**config.mk**
```make
export PLATFORM = sky130hd
export DESIGN_NAME = qlsd_top
export DESIGN_NICKNAME = d
export VERILOG_FILES = /design/src/hdl/qlsd_pkg.sv /design/src/hdl/qlsd_channel.sv /design/src/hdl/qlsd_top.sv
export SDC_FILE = /design/constraint.sdc
export NUM_CORES = 1
export LEC_CHECK = 0
export BUFFER_PORTS_ARGS = -buffer_cell sky130_fd_sc_hd__buf_2
export CAP_MARGIN = 20
export CORE_ASPECT_RATIO = 2
export CORE_UTILIZATION = 57
export CTS_CLUSTER_DIAMETER = 200
export DETAILED_ROUTE_END_ITERATION = 16
export PLACE_DENSITY = 0.75
export SLEW_MARGIN = 20
export SYNTH_ARGS = -nofsm -noshare
export SYNTH_HDL_FRONTEND = slang
export SYNTH_SLANG_ARGS = --single-unit
```
**constraint.sdc**
```tcl
create_clock -name core_clk -period 3.1 [get_ports core_clk]
set_input_delay 0 -clock core_clk [delete_from_list [all_inputs] [get_ports core_clk]]
set_output_delay 0 -clock core_clk [all_outputs]
set_load 0.02 [all_outputs]
```
**src/hdl/qlsd_pkg.sv**
```systemverilog
// What this block does
// - each input switches only its own output
// - enable_n high forces every output off
// - undriven enable and reset read as low
// - limit held past deglitch trips, flags fault
// - tripped channel stays off retry time, clears
// - reset or supply loss clears overcurrent immediately
// - thermal shutdown turns all off, flags fault
// - outputs resume when temperature recovers
// - supply below threshold holds logic reset
// - supply above threshold resumes normal operation
// - reset input clears faults and timers
// - inputs ignored while reset held
// - internal power-up reset provided
// - outputs follow inputs up to 100 kHz
package qlsd_pkg;
   localparam int CLK_MHZ = 100;
   localparam int NUM_CH = 4;
   localparam int DEGLITCH_NS = 3500;
   localparam int RETRY_US = 1200;
   localparam int DEGLITCH_CYC = DEGLITCH_NS * CLK_MHZ / 1000;
   localparam int RETRY_CYC = RETRY_US * CLK_MHZ;
   localparam int POR_CYC = 16;
   localparam int PWM_MAX_KHZ = 100;

   typedef struct packed {
      logic [NUM_CH-1:0] level;
   } qlsd_chan_t;

   typedef enum logic [1:0] {
      QLSD_RUN = 2'b00,
      QLSD_COUNT = 2'b01,
      QLSD_TRIP = 2'b10
   } qlsd_state_t;
endpackage : qlsd_pkg

```
**src/hdl/qlsd_channel.sv**
```systemverilog
module qlsd_channel
   import qlsd_pkg::*;
#(
   parameter int DEGLITCH = DEGLITCH_CYC,
   parameter int RETRY = RETRY_CYC
) (
   // clock and internal reset
   input wire logic core_clk,
   input wire logic clr,
   // status
   input wire logic limit_active,
   output logic tripped
);
   import qlsd_pkg::*;

   localparam int CW = $clog2(RETRY + 1);

   if (DEGLITCH < 1 || RETRY < 1 || DEGLITCH > RETRY) begin : g_bad_timing
      $error("qlsd_channel: bad timing parameters");
   end

   function automatic logic [CW-1:0] cyc(input int n);
      cyc = n[CW-1:0];
   endfunction : cyc

   qlsd_state_t state;
   logic [CW-1:0] count;

   always_ff @(posedge core_clk) begin
      if (clr) begin
         state <= QLSD_RUN;
         count <= '0;
      end else begin
         case (state)
            QLSD_RUN: begin
               count <= '0;
               if (limit_active) begin
                  state <= QLSD_COUNT;
                  count <= cyc(1);
               end
            end
            QLSD_COUNT: begin
               // any gap in the limit restarts the deglitch
               if (!limit_active) begin
                  state <= QLSD_RUN;
                  count <= '0;
               end else if (count >= cyc(DEGLITCH)) begin
                  state <= QLSD_TRIP;
                  count <= '0;
               end else begin
                  count <= count + cyc(1);
               end
            end
            QLSD_TRIP: begin
               if (count >= cyc(RETRY - 1)) begin
                  state <= QLSD_RUN;
                  count <= '0;
               end else begin
                  count <= count + cyc(1);
               end
            end
            default: begin
               state <= QLSD_RUN;
               count <= '0;
            end
         endcase
      end
   end

   assign tripped = (state == QLSD_TRIP);

   property p_trip_hold;
      @(posedge core_clk) disable iff (clr)
      $rose(tripped) |-> tripped [*8];
   endproperty
   a_trip_hold: assert property (p_trip_hold)
      else $error("trip released too early");

   property p_no_early_trip;
      @(posedge core_clk) disable iff (clr)
      !limit_active |=> !$rose(tripped);
   endproperty
   a_no_early_trip: assert property (p_no_early_trip)
      else $error("trip without sustained limit");

   // helper: length of the running trip, so the full retry can be checked
   logic [CW-1:0] hold_len;

   always_ff @(posedge core_clk) begin
      if (clr || !tripped) begin
         hold_len <= '0;
      end else begin
         hold_len <= hold_len + cyc(1);
      end
   end

   property p_retry_len;
      @(posedge core_clk) disable iff (clr)
      ($fell(tripped) && !$past(clr)) |-> hold_len == cyc(RETRY);
   endproperty
   a_retry_len: assert property (p_retry_len)
      else $error("retry interval of wrong length");
endmodule : qlsd_channel

```
**src/hdl/qlsd_top.sv**
```systemverilog
module qlsd_top
   import qlsd_pkg::*;
#(
   parameter int DEGLITCH = DEGLITCH_CYC,
   parameter int RETRY = RETRY_CYC
) (
   // clock and reset
   input wire logic core_clk,
   input wire logic rst,
   // host inputs
   input wire qlsd_pkg::qlsd_chan_t channel_input,
   input wire logic enable_n,
   // analog monitors
   input wire qlsd_pkg::qlsd_chan_t current_limit,
   input wire logic thermal_shutdown,
   input wire logic main_supply_ok,
   // outputs
   output qlsd_pkg::qlsd_chan_t channel_output,
   output logic fault_flag_o,
   output logic fault_flag_oe
);
   import qlsd_pkg::*;

   if (NUM_CH != 4 || CLK_MHZ * 1000 / PWM_MAX_KHZ < 2) begin : g_bad_cfg
      $error("qlsd_top: four channels and a fast enough clock only");
   end

   // power-up reset counter; counts up from zero only until first release
   logic [4:0] por_count = 5'h00;
   logic por_busy;
   logic int_rst;
   logic [NUM_CH-1:0] tripped;

   assign por_busy = (por_count < 5'(POR_CYC));
   // pulldowns are pad resistors; undriven pins arrive low here
   assign int_rst = rst || !main_supply_ok || por_busy;

   always_ff @(posedge core_clk) begin
      if (por_busy) begin
         por_count <= por_count + 5'h01;
      end
   end

   genvar g;
   generate
      for (g = 0; g < NUM_CH; g++) begin : g_ch
         qlsd_channel #(
            .DEGLITCH(DEGLITCH),
            .RETRY(RETRY)
         ) i_qlsd_channel (
            .core_clk(core_clk),
            .clr(int_rst),
            .limit_active(current_limit.level[g]),
            .tripped(tripped[g])
         );
      end
   endgenerate

   // registered drive; one cycle latency keeps far inside 100 kHz
   always_ff @(posedge core_clk) begin
      if (int_rst) begin
         channel_output <= '0;
      end else if (enable_n || thermal_shutdown) begin
         channel_output <= '0;
      end else begin
         // per-channel mask
         channel_output.level <= channel_input.level & ~tripped;
      end
   end

   // open drain: output always low, enable asserts the fault
   always_ff @(posedge core_clk) begin
      fault_flag_o <= 1'b0;
      if (int_rst) begin
         fault_flag_oe <= 1'b0;
      end else begin
         fault_flag_oe <= thermal_shutdown || (|tripped);
      end
   end

   property p_disable;
      @(posedge core_clk) disable iff (rst)
      enable_n |=> channel_output.level == '0;
   endproperty
   a_disable: assert property (p_disable)
      else $error("output on while disabled");

   property p_thermal;
      @(posedge core_clk) disable iff (int_rst)
      (!int_rst && thermal_shutdown)
         |=> (channel_output.level == '0) && fault_flag_oe;
   endproperty
   a_thermal: assert property (p_thermal)
      else $error("thermal shutdown not honoured");

   property p_follow;
      @(posedge core_clk) disable iff (int_rst)
      (!int_rst && !enable_n && !thermal_shutdown && tripped == '0)
         |=> channel_output.level == $past(channel_input.level);
   endproperty
   a_follow: assert property (p_follow)
      else $error("output does not follow input");

   property p_reset_off;
      @(posedge core_clk)
      rst |=> (channel_output.level == '0) && !fault_flag_oe;
   endproperty
   a_reset_off: assert property (p_reset_off)
      else $error("outputs active in reset");

   property p_undervoltage_lockout;
      @(posedge core_clk)
      !main_supply_ok |=> channel_output.level == '0;
   endproperty
   a_undervoltage_lockout: assert property (p_undervoltage_lockout)
      else $error("outputs active in lockout");

   property p_flag_release;
      @(posedge core_clk) disable iff (int_rst)
      (!thermal_shutdown && tripped == '0) |=> !fault_flag_oe;
   endproperty
   a_flag_release: assert property (p_flag_release)
      else $error("fault flag stuck");

   property p_trip_mask;
      @(posedge core_clk) disable iff (int_rst)
      !int_rst |=> (channel_output.level & $past(tripped)) == '0;
   endproperty
   a_trip_mask: assert property (p_trip_mask)
      else $error("tripped channel driven");

   property p_flag_drive;
      @(posedge core_clk) disable iff (int_rst)
      !fault_flag_o;
   endproperty
   a_flag_drive: assert property (p_flag_drive)
      else $error("open drain drives high");

   property p_trip_flag;
      @(posedge core_clk) disable iff (int_rst)
      (!int_rst && (|tripped)) |=> fault_flag_oe;
   endproperty
   a_trip_flag: assert property (p_trip_flag)
      else $error("trip without fault flag");

   property p_own_input;
      @(posedge core_clk) disable iff (int_rst)
      1'b1 |=> (channel_output.level & ~$past(channel_input.level)) == '0;
   endproperty
   a_own_input: assert property (p_own_input)
      else $error("output on without its own input");

   property p_fault_clear;
      @(posedge core_clk)
      (rst || !main_supply_ok) |=> tripped == '0;
   endproperty
   a_fault_clear: assert property (p_fault_clear)
      else $error("overcurrent fault not cleared at once");

   property p_undervoltage_lockout_flag;
      @(posedge core_clk)
      !main_supply_ok |=> !fault_flag_oe;
   endproperty
   a_undervoltage_lockout_flag: assert property (p_undervoltage_lockout_flag)
      else $error("fault flag driven in lockout");

   property p_timer_clear;
      @(posedge core_clk)
      rst |=> (tripped == '0) && !fault_flag_oe;
   endproperty
   a_timer_clear: assert property (p_timer_clear)
      else $error("reset left fault state");

   property p_por_off;
      @(posedge core_clk)
      por_busy |=> (channel_output.level == '0) && !fault_flag_oe;
   endproperty
   a_por_off: assert property (p_por_off)
      else $error("outputs active in power-up reset");

   property p_thermal_resume;
      @(posedge core_clk) disable iff (int_rst)
      ($fell(thermal_shutdown) && !int_rst && !enable_n && tripped == '0)
         |=> channel_output.level == $past(channel_input.level);
   endproperty
   a_thermal_resume: assert property (p_thermal_resume)
      else $error("no resume after thermal recovery");

   property p_supply_resume;
      @(posedge core_clk) disable iff (rst)
      ($rose(main_supply_ok) && !rst && !por_busy && !enable_n
         && !thermal_shutdown && tripped == '0)
         |=> channel_output.level == $past(channel_input.level);
   endproperty
   a_supply_resume: assert property (p_supply_resume)
      else $error("no resume after supply recovery");

   property p_thermal_release;
      @(posedge core_clk) disable iff (int_rst)
      ($fell(thermal_shutdown) && !int_rst && tripped == '0)
         |=> !fault_flag_oe;
   endproperty
   a_thermal_release: assert property (p_thermal_release)
      else $error("fault flag held after thermal recovery");

   property p_enable_restore;
      @(posedge core_clk) disable iff (int_rst)
      ($fell(enable_n) && !int_rst && !thermal_shutdown && tripped == '0)
         |=> channel_output.level == $past(channel_input.level);
   endproperty
   a_enable_restore: assert property (p_enable_restore)
      else $error("outputs not restored on enable");

   // per-channel checks: one tripped channel must not hold up the others
   for (g = 0; g < NUM_CH; g++) begin : g_ch_check
      property p_ch_follow;
         @(posedge core_clk) disable iff (int_rst)
         (!int_rst && !enable_n && !thermal_shutdown && !tripped[g])
            |=> channel_output.level[g] == $past(channel_input.level[g]);
      endproperty
      a_ch_follow: assert property (p_ch_follow)
         else $error("channel does not follow its own input");

      property p_ch_trip;
         @(posedge core_clk) disable iff (int_rst)
         (!int_rst && tripped[g])
            |=> !channel_output.level[g] && fault_flag_oe;
      endproperty
      a_ch_trip: assert property (p_ch_trip)
         else $error("tripped channel not shut down");
   end
endmodule : qlsd_top

```
==> results.toml <==
[outcome]
outcome = "completed"

[cts]
cts_sinks = 86
post_cts_buffers = 0
cts_hold_buf = 5
cts_tree = "built"
ctsHtreeMaxLevel = 3
ctsLongestPathBuffers = 2
root_buffer = "clkbuf_16"
cts-resized-gates = 0
cts.clk_slew.worst_paths_ns = 0.06
clk_latency_ns = 0.34
numCtsBuffers = 9

[finish]
stdcell_area_um2 = 4610
fill_cells = 587
final_layout_size_suffix_gt1_frac = 0.0917
n_antenna_cell = 0
layout.nets = 497
syn_to_final_growth_pct = 12.4
final_util = 0.664

[worst_setup_path]
max_stage_delay_ns = 0.42
cp_max_fo = 16
critPathCaptureType = "flop"
cp_cell_sequence = "inv_1 > ha_1 > nor2b_1 > o21a_1 > o21a_1 > o21ai_0 > a22oi_2 > nor4_1"
path_class = "flop to flop"
rrSetupSlack_ns = 0.76
critPathLaunchType = "flop"
rr_startpoint = "g_ch[2].i_qlsd_channel.count[0]"
slowest_stage = "dfxtp_1"
crit_required_ns = 3.34
timing.rr.end = "g_ch[2].i_qlsd_channel.count[16]"
arrival_ns = 2.59
reg2regPathDepth = 8
path_common_cell = "o21a_1"

[grt]
grt_busiest_layer = "met2"
grtUsageTotal = 0.247
grt_max_degree = 50
gr-usage-met2 = 0.423
grt_use_met1 = 0.270
grt.overflow.total = 0
grt_pass1_wl_um = 14000
grt_use_met3 = 0.0616
antenna_found_initial = 0
grt_pass1_vias = 3293

[timing]
relSlewSlack = 0.466
post-route-period-util = 0.756
period_minus_slack_ns = 2.34
setup_tns_ns = 0
clock.fmax_mhz = 427
hold_viol_final = 0
slew_viol_final = 0
worst_pin_slew_ns = 0.801
finalClockSkew_ns = 0.00617
finalSetupViolCount = 0
rsz0062_at_grt = "false"
holdWs_ns = 0.0326

[floorplan]
ios = 19
num_rows = 43
core-area_um2 = 6940
die_w_um = 62.0
initial_core_util = 0.591
dieArea_um2 = 7560
die_h_um = 122

[routing]
ant_nets = 0
route.detailed.drc = 0
wl_per_cell_um = 14.4
firstDrtPassIters = 4
routed_wl_um = 8220
vias = 3324
initialDrtViolationCount = 181
viasPerCell = 5.83

[yosys]
synth-edff-count = 5
synth.area.mux_share = 0
yosys.area_share.simple = 0.282
synth_cell_types = 54
synthCells = 456
synthArstFlopShare = 0
synth_fa_ha_area_frac = 0.0275
yosys_warnings = 0
synthXorXnorAreaFrac = 0.126
syn-cell-area_um2 = 4100
ys.flop_type = "dfxtp_1"
synth_top_family_by_area = "simple AND/OR/NAND/NOR gates"
ys_seq_area_frac = 0.432
ys_seq_elements = 86
syn_avg_cell_area_um2 = 8.99
synth_compound_area_frac = 0.106
syn_nets = 478

[hold_path]
min_from = "enable_n"
hold_path_depth = 3
min_to = "channel_output[1]"
hold_path_class = "input pin to flop"

[power_and_ir_drop]
totalPowerFinal_uw = 2280
p_per_area_nw_per_um2 = 494
peakVddDrop_mv = 0.477
power.leakage_uw = 0.00160

[flow_run]
cap_viol_max_count = 0

[placement]
place.gp.congestion = 0.855
dp_hpwl_um = 5820
place_area_um2 = 4240
port-buffer-count = 17
[metrics by stage]
stage / std cells / worst slack (ns)
floorplan: 456 / 1.09
global placement: 549 / 0.889
detailed placement: 549 / 0.822
CTS: 570 / 0.750
global route: 570 / 0.488
finish: 570 / 0.756
[flip-flops by register name, indices dropped and copies added, names as in the netlist]
name	count
por_count	5
g_ch.i_qlsd_channel.state	8
fault_flag_oe	1
g_ch.i_qlsd_channel.count	68
channel_output	4
[critical path: cells and delay by family, from the launching register on]
family,cells,cell delay (ns)
simple gates,2,0.43
buf+inv,1,0.08
compound gates,4,1.11
flops,1,0.42
fa+ha+maj,1,0.20
[layer usage]
layer,wire [um],vias to the layer above
met4,207,0
met5,0,-
li1,-,1665
met1,3390,1591
met2,4400,50
met3,231,18
[how the worst max path moves through the flow]
stage,from,end,slack [ns]
floorplan,g_ch[2].i_qlsd_channel.count[0],g_ch[2].i_qlsd_channel.count[10],1.09
global placement,g_ch[0].i_qlsd_channel.count[1],g_ch[0].i_qlsd_channel.count[1],0.89
detailed placement,g_ch[2].i_qlsd_channel.count[0],g_ch[2].i_qlsd_channel.count[7],0.82
CTS,g_ch[2].i_qlsd_channel.count[0],g_ch[2].i_qlsd_channel.count[7],0.75
global route,g_ch[2].i_qlsd_channel.count[0],g_ch[2].i_qlsd_channel.count[8],0.49
finish,g_ch[2].i_qlsd_channel.count[0],g_ch[2].i_qlsd_channel.count[16],0.76
[synthesized netlist by cell type, types with 9 or more instances]
cell / instances / area share
clkbuf_1: 12 / 0.011
nand2b_1: 10 / 0.015
nor4_1: 20 / 0.031
dfxtp_1: 81 / 0.40
xor2_1: 41 / 0.088
ha_1: 9 / 0.027
and3_1: 20 / 0.031
nand3_1: 32 / 0.039
nor3_1: 22 / 0.027
nand2_1: 26 / 0.024
o21ai_0: 9 / 0.011
nor2_1: 52 / 0.048
xnor2_1: 18 / 0.038
[cell families (layout without fill, tap and decap cells)]
kind of cell	after synthesis	in the layout
AOI/OAI and AO/OA	58	58
xor gates and xnor gates	59	59
adders and majority gates	9	9
buffers and inverters	24	48
DFF	86	86
other	1	1
and+or+nand+nor	219	219
[power breakdown]
group | total, uW | internal (uW) | switching (uW)
Clock | 1140 | 729 | 414
Sequential | 1110 | 1110 | 0
Combinational | 20.3 | 12.4 | 7.89
[area by class of cell]
cell class	count	area (um2)	share of cell area
clock buffer	13	250	0.0543
clock inverter	3	66.3	0.0144
inverter	7	26.3	0.00570
multi-input combinational	346	2220	0.483
sequential	86	1770	0.384
tap	90	113	0.0244
timing repair buffer	25	158	0.0342
[cells in the final DEF, fill, tap and decap left out, types with 4 or more instances in the layout]
cell           instances
xnor2_1               18
nor3_1                22
nand2_1               26
nor2_1                52
inv_1                  7
a31oi_1                5
nand3_1               32
dlygate4sd3_1          5
nand4_1                7
nor2b_1                6
and4_1                 6
nor4_1                20
a211oi_1               7
buf_2                 17
o21a_1                 6
a21oi_1                8
o21ai_0                9
edfxtp_1               5
xor2_1                41
nand2b_1              10
ha_1                   9
and3_1                20
dfxtp_1               81
clkbuf_16              9
a41oi_1                4
Note: power is estimated with default switching activity, not from simulation.
